## config.mk

```make
export PLATFORM = sky130hd
export DESIGN_NAME = dvs_ctrl
export DESIGN_NICKNAME = d
export VERILOG_FILES = /design/src/design/dvs_pkg.sv /design/src/design/dvs_ramp.sv /design/src/design/dvs_ctrl.sv
export SDC_FILE = /design/constraint.sdc
export NUM_CORES = 2
export LEC_CHECK = 0
export ABC_AREA = 1
export BUFFER_PORTS_ARGS = -buffer_cell sky130_fd_sc_hd__buf_2
export CAP_MARGIN = 20
export CORE_MARGIN = 2
export CORE_UTILIZATION = 55
export CTS_CLUSTER_DIAMETER = 40
export DETAILED_ROUTE_END_ITERATION = 8
export HOLD_SLACK_MARGIN = 0.02
export PLACE_DENSITY = 0.75
export SYNTH_ARGS = -nofsm -noshare
export SYNTH_HDL_FRONTEND = slang
export SYNTH_SLANG_ARGS = --single-unit
export TNS_END_PERCENT = 100
```

## constraint.sdc

```tcl
create_clock -name clk -period 7.9 [get_ports clk]
set_input_delay 1.58 -clock clk [delete_from_list [all_inputs] [get_ports clk]]
set_output_delay 1.58 -clock clk [all_outputs]
set_load 0.05 [all_outputs]
```

## src/design/dvs_pkg.sv

```systemverilog
// constants, field layout and types shared by the dimmer channel files
package dvs_pkg;

    // register word indices on the plain register port
    localparam logic [3:0] A_CTRL  = 4'h0;
    localparam logic [3:0] A_RLIM  = 4'h1;
    localparam logic [3:0] A_ALIM  = 4'h2;
    localparam logic [3:0] A_CLIM  = 4'h3;
    localparam logic [3:0] A_SVAL  = 4'h4;
    localparam logic [3:0] A_OVAL  = 4'h5;
    localparam logic [3:0] A_DLY   = 4'h6;
    localparam logic [3:0] A_RFADE = 4'h7;
    localparam logic [3:0] A_AFADE = 4'h8;
    localparam logic [3:0] A_CFADE = 4'h9;
    localparam logic [3:0] A_SFADE = 4'ha;
    localparam logic [3:0] A_OFADE = 4'hb;
    localparam logic [3:0] A_STAT  = 4'hc;
    localparam logic [3:0] NCFG    = 4'hc;

    // control word field positions
    localparam int C_STAIR  = 0;
    localparam int C_ZOFF   = 1;
    localparam int C_RGB    = 2;
    localparam int C_HOLD   = 5;
    localparam int C_RETRIG = 6;
    localparam int C_OFFR   = 7;
    localparam int C_ORI    = 10;

    // values after reset
    localparam logic [31:0] LIM_RST   = 32'h0000ff00;
    localparam logic [31:0] DLY_RST   = 32'h0000003c;
    localparam logic [31:0] FADE_RST  = 32'h03e803e8;
    localparam logic [31:0] SVAL_RST  = 32'h0000ccff;
    localparam logic [31:0] OVAL_RST  = 32'h0000001a;
    localparam logic [NCFG-1:0][31:0] CFG_RST = {
        FADE_RST, FADE_RST, FADE_RST, FADE_RST, FADE_RST, DLY_RST,
        OVAL_RST, SVAL_RST, LIM_RST, LIM_RST, LIM_RST, 32'h00000000};

    // timing: one fade tick is one millisecond
    localparam int CLK_MHZ  = 250;
    localparam int TICK_US  = 1000;
    localparam int TICK_CYC = TICK_US * CLK_MHZ;
    localparam int PRE_W    = 24;
    localparam logic [9:0] MS_PER_S = 10'h3e8;
    localparam logic [7:0] FULL     = 8'hff;

    // orientation duration codes at the ends of the range
    localparam logic [3:0] ORI_DIS = 4'h0;
    localparam logic [3:0] ORI_UNL = 4'he;

    typedef enum logic [1:0] {
        ST_OFF    = 2'b00,
        ST_ON     = 2'b01,
        ST_DELAY  = 2'b10,
        ST_ORIENT = 2'b11
    } dvs_stair_t;

    typedef enum logic [2:0] {
        OFR_IGNORE = 3'b000,
        OFR_SWOFF  = 3'b001,
        OFR_DELAY  = 3'b010,
        OFR_ORIENT = 3'b011,
        OFR_TWOSTP = 3'b100
    } dvs_offr_t;

    typedef enum logic [2:0] {
        COL_RED   = 3'b000,
        COL_GREEN = 3'b001,
        COL_BLUE  = 3'b010,
        COL_WHITE = 3'b011,
        COL_BRIGHT = 3'b100
    } dvs_col_t;

endpackage : dvs_pkg

```

## src/design/dvs_ramp.sv

```systemverilog
// linear brightness ramp with full-range fade time
`timescale 1ns/1ns
module dvs_ramp (
    // clock and reset
    input  wire logic        clk,
    input  wire logic        rst,
    // millisecond tick
    input  wire logic        tick,
    // new target
    input  wire logic        ld,
    input  wire logic [7:0]  tgt,
    input  wire logic [15:0] fade,
    // brightness
    output logic      [7:0]  level,
    output logic             chan_on
);

    typedef struct packed {
        logic [7:0]  level;
        logic        on;
        logic [7:0]  tgt;
        logic [15:0] fade;
        logic [16:0] acc;
    } dvs_ramp_st_t;

    localparam logic [7:0] FULL_W = dvs_pkg::FULL;

    dvs_ramp_st_t s;
    dvs_ramp_st_t n;
    logic [16:0]  a;

    always_comb
    begin
        n = s;
        a = s.acc + (tick ? 17'(FULL_W) : 17'h0);
        if (ld)
        begin
            // retarget from the present level, the fraction restarts
            n.tgt  = tgt;
            n.fade = fade;
            n.acc  = 17'h0;
        end
        else if (s.level == s.tgt)
        begin
            n.acc = 17'h0;
        end
        else if (s.fade == 16'h0)
        begin
            n.level = s.tgt;
        end
        else if (a >= {1'b0, s.fade})
        begin
            // 255 steps spread over fade ticks, at most one step per clock
            n.acc   = a - {1'b0, s.fade};
            n.level = (s.level < s.tgt) ? s.level + 8'h01
                                        : s.level - 8'h01;
        end
        else
        begin
            n.acc = a;
        end
        n.on = (n.level != 8'h00);
    end

    always_ff @(posedge clk)
    begin
        if (rst)
        begin
            s <= '0;
        end
        else
        begin
            s <= n;
        end
    end

    assign level   = s.level;
    assign chan_on = s.on;

endmodule : dvs_ramp

```

## src/design/dvs_ctrl.sv

```systemverilog
// dimmer channel: commands, limits, colour reduction and staircase light
`timescale 1ns/1ns
module dvs_ctrl #(
    parameter int TICK_CYC = dvs_pkg::TICK_CYC
) (
    // clock and reset
    input  wire logic        clk,
    input  wire logic        rst,
    // register port
    input  wire logic [3:0]  addr,
    input  wire logic [31:0] wdata,
    input  wire logic        we,
    input  wire logic        re,
    output logic      [31:0] rdata,
    // received telegrams, one-cycle strobes with their data
    input  wire logic        rel_stb,
    input  wire logic [3:0]  rel_code,
    input  wire logic        abs_stb,
    input  wire logic [7:0]  abs_val,
    input  wire logic        col_stb,
    input  wire logic [23:0] col_val,
    input  wire logic        trig_stb,
    input  wire logic        trig_val,
    input  wire logic        dn_stb,
    input  wire logic        dn_val,
    input  wire logic        lock,
    // channel state
    output logic      [7:0]  level,
    output logic             chan_on,
    output logic             day_mode,
    output logic      [1:0]  stair_state
);

    typedef struct packed {
        logic [dvs_pkg::NCFG-1:0][31:0] cfg;
        logic                           day;
        dvs_pkg::dvs_stair_t            st;
        logic [15:0]                    tmr;
        logic [9:0]                     ms;
        logic [dvs_pkg::PRE_W-1:0]      pre;
        logic                           tick;
        logic                           ld;
        logic [7:0]                     tgt;
        logic [15:0]                    fade;
        logic [31:0]                    rd;
    } dvs_ctrl_st_t;

    localparam logic [dvs_pkg::PRE_W-1:0] PRE_END =
        dvs_pkg::PRE_W'(TICK_CYC - 1);

    dvs_ctrl_st_t s;
    dvs_ctrl_st_t n;

    // configuration fields
    logic [31:0] ctrl;
    logic        stair_en;
    logic        zero_off;
    logic        on_hold;
    logic        retrig;
    logic [2:0]  col_sel;
    logic [2:0]  off_react;
    logic [3:0]  ori_code;
    logic [7:0]  lvl;

    // working values
    logic        sec;
    logic        go_on;
    logic        go_dly;
    logic        go_ori;
    logic        go_off;
    logic        cmd_ok;
    logic [8:0]  delta;
    logic [9:0]  sum;
    logic [9:0]  dif;
    logic [7:0]  v;
    logic [7:0]  cmin;
    logic [7:0]  cmax;

    assign ctrl      = s.cfg[dvs_pkg::A_CTRL];
    assign stair_en  = ctrl[dvs_pkg::C_STAIR];
    assign zero_off  = ctrl[dvs_pkg::C_ZOFF];
    assign on_hold   = ctrl[dvs_pkg::C_HOLD];
    assign retrig    = ctrl[dvs_pkg::C_RETRIG];
    assign col_sel   = ctrl[dvs_pkg::C_RGB +: 3];
    assign off_react = ctrl[dvs_pkg::C_OFFR +: 3];
    assign ori_code  = ctrl[dvs_pkg::C_ORI +: 4];

    // orientation light duration in seconds
    function automatic logic [15:0] ori_secs(input logic [3:0] c);
        case (c)
            4'h1:    ori_secs = 16'h0001;
            4'h2:    ori_secs = 16'h0002;
            4'h3:    ori_secs = 16'h0005;
            4'h4:    ori_secs = 16'h000a;
            4'h5:    ori_secs = 16'h001e;
            4'h6:    ori_secs = 16'h003c;
            4'h7:    ori_secs = 16'h0078;
            4'h8:    ori_secs = 16'h012c;
            4'h9:    ori_secs = 16'h0258;
            4'ha:    ori_secs = 16'h04b0;
            4'hb:    ori_secs = 16'h0708;
            4'hc:    ori_secs = 16'h0e10;
            4'hd:    ori_secs = 16'h1c20;
            default: ori_secs = 16'h0000;
        endcase
    endfunction : ori_secs

    function automatic logic [7:0] clamp(input logic [7:0] x,
                                         input logic [7:0] lo,
                                         input logic [7:0] hi);
        if (x < lo)
            clamp = lo;
        else if (x > hi)
            clamp = hi;
        else
            clamp = x;
    endfunction : clamp

    // colour bytes: red is the first, most significant byte
    always_comb
    begin
        cmin = col_val[23:16];
        cmax = col_val[23:16];
        if (col_val[15:8] < cmin)
            cmin = col_val[15:8];
        if (col_val[7:0] < cmin)
            cmin = col_val[7:0];
        if (col_val[15:8] > cmax)
            cmax = col_val[15:8];
        if (col_val[7:0] > cmax)
            cmax = col_val[7:0];
    end

    always_comb
    begin
        n      = s;
        n.ld   = 1'b0;
        n.tick = 1'b0;
        sec    = 1'b0;
        go_on  = 1'b0;
        go_dly = 1'b0;
        go_ori = 1'b0;
        go_off = 1'b0;
        delta  = 9'h100 >> (rel_code[2:0] - 3'h1);
        sum    = {2'b00, lvl} + {1'b0, delta};
        dif    = {2'b00, lvl} - {1'b0, delta};
        v      = 8'h00;
        cmd_ok = !lock;

        // millisecond and second ticks
        if (s.pre == PRE_END)
        begin
            n.pre  = '0;
            n.tick = 1'b1;
        end
        else
        begin
            n.pre = s.pre + 1'b1;
        end
        if (s.tick)
        begin
            if (s.ms == dvs_pkg::MS_PER_S - 10'h001)
            begin
                n.ms = 10'h000;
                sec  = 1'b1;
            end
            else
            begin
                n.ms = s.ms + 10'h001;
            end
        end
        if (sec && s.tmr != 16'h0000)
            n.tmr = s.tmr - 16'h0001;

        // register port
        if (we && addr < dvs_pkg::NCFG)
            n.cfg[addr] = wdata;
        n.rd = 32'h00000000;
        if (re)
        begin
            if (addr < dvs_pkg::NCFG)
                n.rd = s.cfg[addr];
            else if (addr == dvs_pkg::A_STAT)
                n.rd = {20'h00000, s.st, s.day, chan_on, lvl};
        end

        if (dn_stb)
            n.day = dn_val;

        if (stair_en)
        begin
            if (trig_stb && cmd_ok)
            begin
                if (trig_val)
                begin
                    go_on = 1'b1;
                end
                else
                begin
                    unique case (dvs_pkg::dvs_offr_t'(off_react))
                        dvs_pkg::OFR_SWOFF:
                            go_off = 1'b1;
                        dvs_pkg::OFR_DELAY:
                            go_dly = (s.st == dvs_pkg::ST_ON) ||
                                     (s.st == dvs_pkg::ST_DELAY && retrig);
                        dvs_pkg::OFR_ORIENT:
                            go_ori = 1'b1;
                        dvs_pkg::OFR_TWOSTP:
                        begin
                            // a second OFF inside orientation ends it
                            go_ori = (s.st != dvs_pkg::ST_ORIENT);
                            go_off = (s.st == dvs_pkg::ST_ORIENT);
                        end
                        default:
                            go_off = 1'b0;
                    endcase
                end
            end
            else if (sec && s.tmr <= 16'h0001)
            begin
                if (s.st == dvs_pkg::ST_DELAY)
                begin
                    go_ori = (ori_code != dvs_pkg::ORI_DIS);
                    go_off = (ori_code == dvs_pkg::ORI_DIS);
                end
                else if (s.st == dvs_pkg::ST_ORIENT &&
                         ori_code != dvs_pkg::ORI_UNL)
                begin
                    go_off = 1'b1;
                end
            end

            if (go_on)
            begin
                n.ld   = 1'b1;
                n.tgt  = s.day ? s.cfg[dvs_pkg::A_SVAL][7:0]
                               : s.cfg[dvs_pkg::A_SVAL][15:8];
                n.fade = s.cfg[dvs_pkg::A_SFADE][15:0];
                if (on_hold)
                begin
                    n.st = dvs_pkg::ST_ON;
                end
                else
                begin
                    n.st = dvs_pkg::ST_DELAY;
                    if (s.st != dvs_pkg::ST_DELAY || retrig)
                        n.tmr = s.cfg[dvs_pkg::A_DLY][15:0];
                end
            end
            if (go_dly)
            begin
                n.st  = dvs_pkg::ST_DELAY;
                n.tmr = s.cfg[dvs_pkg::A_DLY][15:0];
            end
            if (go_ori)
            begin
                // with the duration disabled there is no orientation phase
                if (ori_code == dvs_pkg::ORI_DIS)
                begin
                    go_off = 1'b1;
                end
                else
                begin
                    n.st   = dvs_pkg::ST_ORIENT;
                    n.tmr  = ori_secs(ori_code);
                    n.ld   = 1'b1;
                    n.tgt  = s.cfg[dvs_pkg::A_OVAL][7:0];
                    n.fade = s.cfg[dvs_pkg::A_OFADE][15:0];
                end
            end
            if (go_off)
            begin
                n.st   = dvs_pkg::ST_OFF;
                n.ld   = 1'b1;
                n.tgt  = s.day ? s.cfg[dvs_pkg::A_SVAL][23:16]
                               : s.cfg[dvs_pkg::A_SVAL][31:24];
                n.fade = s.cfg[dvs_pkg::A_SFADE][31:16];
            end
        end
        else if (rel_stb && cmd_ok)
        begin
            n.ld = 1'b1;
            if (rel_code[2:0] == 3'h0)
            begin
                // stop code freezes the ramp where it stands
                n.tgt  = lvl;
                n.fade = s.cfg[dvs_pkg::A_RFADE][15:0];
            end
            else if (rel_code[3])
            begin
                n.fade = s.cfg[dvs_pkg::A_RFADE][15:0];
                if (lvl > s.cfg[dvs_pkg::A_RLIM][15:8])
                    n.tgt = lvl;
                else if (sum > {2'b00, s.cfg[dvs_pkg::A_RLIM][15:8]})
                    n.tgt = s.cfg[dvs_pkg::A_RLIM][15:8];
                else
                    n.tgt = sum[7:0];
            end
            else
            begin
                n.fade = s.cfg[dvs_pkg::A_RFADE][31:16];
                if (lvl < s.cfg[dvs_pkg::A_RLIM][7:0])
                    n.tgt = lvl;
                else if (dif[9] ||
                         dif < {2'b00, s.cfg[dvs_pkg::A_RLIM][7:0]})
                    n.tgt = s.cfg[dvs_pkg::A_RLIM][7:0];
                else
                    n.tgt = dif[7:0];
            end
        end
        else if (abs_stb && cmd_ok)
        begin
            n.ld = 1'b1;
            if (abs_val == 8'h00 && zero_off &&
                s.cfg[dvs_pkg::A_ALIM][7:0] != 8'h00)
                n.tgt = 8'h00;
            else
                n.tgt = clamp(abs_val, s.cfg[dvs_pkg::A_ALIM][7:0],
                              s.cfg[dvs_pkg::A_ALIM][15:8]);
            n.fade = (n.tgt >= lvl) ? s.cfg[dvs_pkg::A_AFADE][15:0]
                                    : s.cfg[dvs_pkg::A_AFADE][31:16];
        end
        else if (col_stb && cmd_ok)
        begin
            case (dvs_pkg::dvs_col_t'(col_sel))
                dvs_pkg::COL_GREEN:  v = col_val[15:8];
                dvs_pkg::COL_BLUE:   v = col_val[7:0];
                dvs_pkg::COL_WHITE:  v = cmin;
                dvs_pkg::COL_BRIGHT: v = cmax;
                default:             v = col_val[23:16];
            endcase
            n.ld   = 1'b1;
            n.tgt  = clamp(v, s.cfg[dvs_pkg::A_CLIM][7:0],
                           s.cfg[dvs_pkg::A_CLIM][15:8]);
            n.fade = (n.tgt >= lvl) ? s.cfg[dvs_pkg::A_CFADE][15:0]
                                    : s.cfg[dvs_pkg::A_CFADE][31:16];
        end
    end

    always_ff @(posedge clk)
    begin
        if (rst)
        begin
            s     <= '0;
            s.cfg <= dvs_pkg::CFG_RST;
            s.day <= 1'b1;
            s.st  <= dvs_pkg::ST_OFF;
        end
        else
        begin
            s <= n;
        end
    end

    // ramp runs one cycle behind the command decode
    dvs_ramp u_ramp (
        .clk     (clk),
        .rst     (rst),
        .tick    (s.tick),
        .ld      (s.ld),
        .tgt     (s.tgt),
        .fade    (s.fade),
        .level   (lvl),
        .chan_on (chan_on)
    );

    assign level       = lvl;
    assign rdata       = s.rd;
    assign day_mode    = s.day;
    assign stair_state = s.st;

endmodule : dvs_ctrl

```

; Word level (Yosys, flattened, before mapping)
; Memories as Yosys holds them, arrays and structs flattened. A register that Yosys moved wholly into a read port is not among the register bits.
; Cells that the tools add are included.
; Widths: inputs -> output; s select.
[op_classes]
n_addsub = 10
magnitude_cmp = 20
n_eq_ne = 18
shift = 1
mux = 91
bitwise_logic = 1
n_reduce_logical = 28
[op_table]
columns = cell, count
row1 = $bwmux 384, 1
row2 = $mux 8, 32
row3 = $mux 25, 8
row4 = $bmux 32 s4, 1
row5 = $demux 32 s4, 1
row6 = $mux 16, 6
row7 = $mux 32, 3
row8 = $mux 18, 4
row9 = $lt 8x8->1, 6
row10 = $mux 24, 2
row11 = $gt 8x8->1, 5
row12 = $pmux 8 s4, 1
row13 = $add 24x1->24 const B, 1
row14 = $eq 24x18->1 const B, 1
row15 = $mux 1, 23
row16 = $add 17x17->17, 1
row17 = $ge 17x16->1, 1
row18 = $mux 17, 1
row19 = $sub 17x16->17, 1
row20 = $ge 8x8->1, 2
row21 = $le 16x1->1 const B, 1
row22 = $logic_not 16->1, 1
row23 = $reduce_bool 16->1, 1
row24 = $reduce_bool 8->1, 2
row25 = 38 further kinds, 63
[word_totals]
register_bits = 545
rom_bits = 208
input_bits = 84
out_inout_bits = 44
elab_cells = 197
mem_count = 1
[mem_list]
columns = memory, depth, word_bits, read_ports, rd_ports_with_merged_regs, write_ports, line_no
row1 = (name not given), 16, 13, 1, 1, 0, dvs_ctrl.sv:90  ; case (c)

; Logic depth before layout (Yosys ltp)
[logic_depth]
depth_word = 22
depth_mapped = 51
ltp_nobuf = 50

; Cells and area by module
; A second synthesis with hierarchy kept.
[hier_totals]
cells_unflattened = 4510
area_unflattened_um2 = 31501.5
[by_module_without_submodules]
columns = mod, instances, cells_per_inst, area_each_um2
row1 = dvs_ctrl, 1, 3900, 27402.5
row2 = dvs_ramp, 1, 610, 4098.9

; Worst setup path after synthesis
; Ideal clock, no wire load.
[synth_timing]
path_kind = input-to-reg
start = input port col_val[23]
end = register s[43] (netlist name)
setup_time_ps = 110
arrival_ps = 7388
path_slack_ps = 402
stages = 47
n_path_buf = 4
path_cell_list = inv_1 > ha_1 > a21o_1 > nor2_2 > nand2_4 > o21ai_2 > buf_2 > nand2_1 > o21ai_0 > ha_1 > a21oi_1 > o21ai_0 > nand2_1 > o211ai_1 > nand2_1 > clkbuf_1 > nand2_1 > o211ai_1 > [... 11 more ...] > clkbuf_1 > nand2_1 > o21ai_0 > nand2_1 > and2_1 > ha_1 > nand2_1 > nor2_1 > nand4_1 > nand3_1 > clkbuf_1 > nand2_1 > nand3_1 > o21ai_0 > a22oi_1 > o221ai_1 > nand2_1 > inv_1
[synth_via]
elab_chain_cells = 22
[synth_lines]
columns = item, line_no
row1 = "start, declared", dvs_ctrl.sv:21  ; input wire logic [23:0] col_val,
row2 = $gt 8x8->1 or $lt 8x8->1 (tied branches), "dvs_ctrl.sv:128, dvs_ctrl.sv:124"
row3 = $mux 8 (on tied branches), "dvs_ctrl.sv:128, dvs_ctrl.sv:124"
row4 = $gt 8x8->1 or $lt 8x8->1 (tied branches), "dvs_ctrl.sv:130, dvs_ctrl.sv:126"
row5 = $mux 8 (on tied branches), "dvs_ctrl.sv:130, dvs_ctrl.sv:126"
row6 = $pmux 8 s4 (*), dvs_ctrl.sv:325  ; case (dvs_pkg::dvs_col_t'(col_sel))
row7 = $mux 8 (*), dvs_ctrl.sv:323  ; else if (col_stb && cmd_ok)
row8 = $mux 8 (*), dvs_ctrl.sv:311  ; else if (abs_stb && cmd_ok)
row9 = $mux 8 (*), dvs_ctrl.sv:280  ; else if (rel_stb && cmd_ok)
row10 = [... 6 more ...], n/a
row11 = $mux 8 (*), dvs_ctrl.sv:280
row12 = $mux 8 (*), dvs_ctrl.sv:190  ; if (stair_en)
row13 = $ge 8x8->1 (*), dvs_ctrl.sv:335  ; n.fade = (n.tgt >= lvl) ? s.cfg[dvs_pkg::A_CFADE][15:0]
row14 = $mux 16 (*), dvs_ctrl.sv:335
row15 = $mux 25 (*), dvs_ctrl.sv:323
row16 = $mux 25 (*), dvs_ctrl.sv:311
row17 = $mux 25 (*), dvs_ctrl.sv:280
row18 = $mux 25 (*), dvs_ctrl.sv:190
row19 = "end signal, assigned", dvs_ctrl.sv:351  ; s <= n;
row20 = "end, declared", dvs_ctrl.sv:51  ; dvs_ctrl_st_t s;
; Every way passes the cells marked *; elsewhere a longest branch is shown, timed or not. The select of a mux whose other input is x is not followed.
; A chain may end at the register's enable or synchronous reset.

; Worst setup path after layout
[layout_timing]
start = input port col_val[23]
end = register s[39] (netlist name)
; Same word-level chain as after synthesis.

==> results.sh <==
export IMPL_slew_headroom_pct=13.93
export IMPL_yosys_area_top_type="dfxtp_1"
export IMPL_cts_root_buf="clkbuf_16"
export IMPL_synth_area_sq_um=31430
export IMPL_drc_errors=0
export IMPL_synthArstFlopShare_pct=0
export IMPL_grt_pass1_wl_mm=170.0
export IMPL_pin_count=128
export IMPL_clock_path_buffers=3
export IMPL_cts_tree="built"
export IMPL_synth_seq_cells=558
export IMPL_synth_area_leaders="dfxtp_1, o21ai_0, nand2_1"
export IMPL_clk_pin_slew_ns=0.05
export IMPL_ys_warn_count=0
export IMPL_chipWidth_um=243.1
export IMPL_vdd_drop_max_mv=0.2458
export IMPL_dpl_hpwl_mm=75.59
export IMPL_gp_congestion=1.001
export IMPL_area_delta_synth_final_pct=13.04
export IMPL_multiInputGateArea_sq_um=16740
export IMPL_seq_power_share_pct=30.5
export IMPL_status="finished, final reports clean"
export IMPL_path_buf_inv=8
export IMPL_routed_wire_length_per_instance_um=20.78
export IMPL_path_common_cell="nand2_1"
export IMPL_clkPwrFrac_pct=38.6
export IMPL_min_period_ns=7.115
export IMPL_regArea_sq_um=11170
export IMPL_hold_path_class="reg2reg"
export IMPL_antenna_found_initial=11
export IMPL_drt_initial_drc_count=3951
export IMPL_grt_overflow=0
export IMPL_die_y_um=243.1
export IMPL_grt_pass1_vias=29530
export IMPL_max_freq_mhz=140.6
export IMPL_synth_edf_count=0
export IMPL_ant_nets=0
export IMPL_ys_seq_area_share_pct=35.54
export IMPL_rsz0062_at_grt="no"
export IMPL_setup_tns_ns=0
export IMPL_routed_via_density=6.012
export IMPL_start_kind="primary input"
export IMPL_ys_flop_type="dfxtp_1"
export IMPL_h_tree_depth=3
export IMPL_max_stage_delay_ns=0.31
export IMPL_power_frac_comb_pct=30.9
export IMPL_nFillCells=5133
export IMPL_pre_cts_ws_ns=0.1176
export IMPL_drv_slew=0
export IMPL_switchingPower_uw=3676
export IMPL_routed_wirelength_mm=111.7
export IMPL_grtUsageTotal_pct=36.55
export IMPL_worst_setup_path_end_kind="flop"
export IMPL_clk_latency_ns=0.64
export IMPL_cp_max_fo=16
export IMPL_grt_max_degree=112
export IMPL_timing_final_crit_share_pct=90.06
export IMPL_start_util_pct=55.63
export IMPL_tightest_slew_ns=1.286
export IMPL_critical_path_top_delay_family="simple AND/OR/NAND/NOR gates"
export IMPL_fin_nets=4792
export IMPL_cts_sinks=558
export IMPL_synth_cell_types=64
export IMPL_layout_commonest_cell="nand2_1"
export IMPL_synthCells=4543
export IMPL_critical_path_class="in2reg"
export IMPL_worst_path_max_delay_cell="or2_2"
export IMPL_switching_share_pct=36.31
export IMPL_power_density_nw_per_um2=285.0
export IMPL_layout_drive_gt1_share_pct=9.844
export IMPL_core_sq_um=56500
export IMPL_portBuffers=127
export IMPL_timing_final_ws_setup_ns=0.7854
export IMPL_p_int_uw=6449
export IMPL_rows=87
export IMPL_crit_required_ns=8.43
export IMPL_hold_viol_final=0
export IMPL_syn_nets=4792
export IMPL_critPathArrivalTime_ns=7.64
export IMPL_synth_top_area_share_pct=35.54
export IMPL_final_cell_mix="nand2_1, o21ai_0, inv_1"
export IMPL_avgSynthCellArea_sq_um=6.918
export IMPL_final_setup_skew_ns=0.03073
export IMPL_dr_total_vias=32296
export IMPL_setup_viol=0
export IMPL_cts_made_buffers=88
export IMPL_die_area_sq_um=59070
export IMPL_firstDrtPassIters=9
export IMPL_max_cap_violations=0
export IMPL_p_leak_uw=0.01576
==> Yosys cell counts, types with 44 or more instances <==
cell and number:
nand2_1 703, o21ai_0 678, inv_1 577, dfxtp_1 558, a21oi_1 433, nor2_1 379
clkbuf_1 267, ha_1 161, nand3_1 157, o211ai_1 120, o221ai_1 49, a22oi_1 48
xor2_1 44
==> final timing paths <==
path | start | to | slack, ns | depth (start not counted)
worst max register to register | s[57] | u_ramp.chan_on | 2.19 | 27
worst min-delay path | s[58] | s[58] | 0.44 | 1
worst max-delay path | col_val[23] | s[39] | 0.79 | 46
worst min register to register | s[58] | s[58] | 0.44 | 1
==> logic make-up after synthesis <==
family / after synthesis / synth area share (%)
buffers and inverters: 907 / 11.40
AO/OA/AOI/OAI: 1496 / 26.90
AND/OR/NAND/NOR: 1363 / 17.99
XOR/XNOR: 53 / 1.477
flip-flops: 558 / 35.54
adder cells (fa/ha/maj): 165 / 6.664
multiplexers: 1 / 0.03583
==> layer usage <==
| metal | vias up | GRT usage, % | share of wire [%] |
|---|---|---|---|
| met2 | 1934 | 55.12 | 42 |
| met4 | 12 | 21.00 | 6.6 |
| met5 | - | 0 | 0.061 |
| li1 | 15277 | - | - |
| met1 | 14622 | 47.63 | 40 |
| met3 | 451 | 8.912 | 12 |
==> power by group through the flow <==
| stage | Sequential [uW] | Combinational [uW] | Clock [uW] |
|---|---|---|---|
| after detailed placement | 3140 | 2990 | 0 |
| after CTS | 3080 | 3020 | 3920 |
| after floorplan | 3100 | 2250 | 0 |
| after global placement | 3140 | 2960 | 0 |
| after global routing | 3100 | 3460 | 4060 |
| final | 3090 | 3120 | 3910 |
==> sequential cells by signal, summed over array words and instances (netlist names), named ones only <==
| register | flops |
|---|---|
| ctrl | 32 |
| rdata | 32 |
| day_mode | 1 |
| u_ramp.chan_on | 1 |
| u_ramp.s | 41 |
| u_ramp.level | 8 |
| stair_state | 2 |
| s | 428 |
==> layout make-up <==
class                   count  share of cell area (%)
diodes                      4                 0.02817
clock buffers             105                   6.783
clock inverters            54                   1.694
inverters                 587                   6.223
multi-input cells        3078                   47.12
flip-flops and latches    558                   31.44
well taps                 756                   2.662
repair buffers            230                   4.043
==> through the flow <==
stage	utilization [%]	total power [uW]	cells	hold slack, ns	area (sq um)
after floorplan	-	5354	4543	0.4175	31430
after global placement	57.40	6095	5201	0.4292	32430
after detailed placement	57.42	6127	5202	0.4367	32440
after CTS	62.75	10030	5361	0.4466	35450
after global routing	62.87	10610	5369	0.4591	35520
final	62.89	10130	5372	0.4442	35530
==> repair_timing <==
| action | 4_1_cts | 5_1_grt |
|---|---|---|
| setup endpoints to repair | 0 | 16 |
| hold buffers | 0 | 0 |
| buffers inserted | 0 | 4 |
| resized for setup | 0 | 4 |
(Power assumes the default switching activity.)
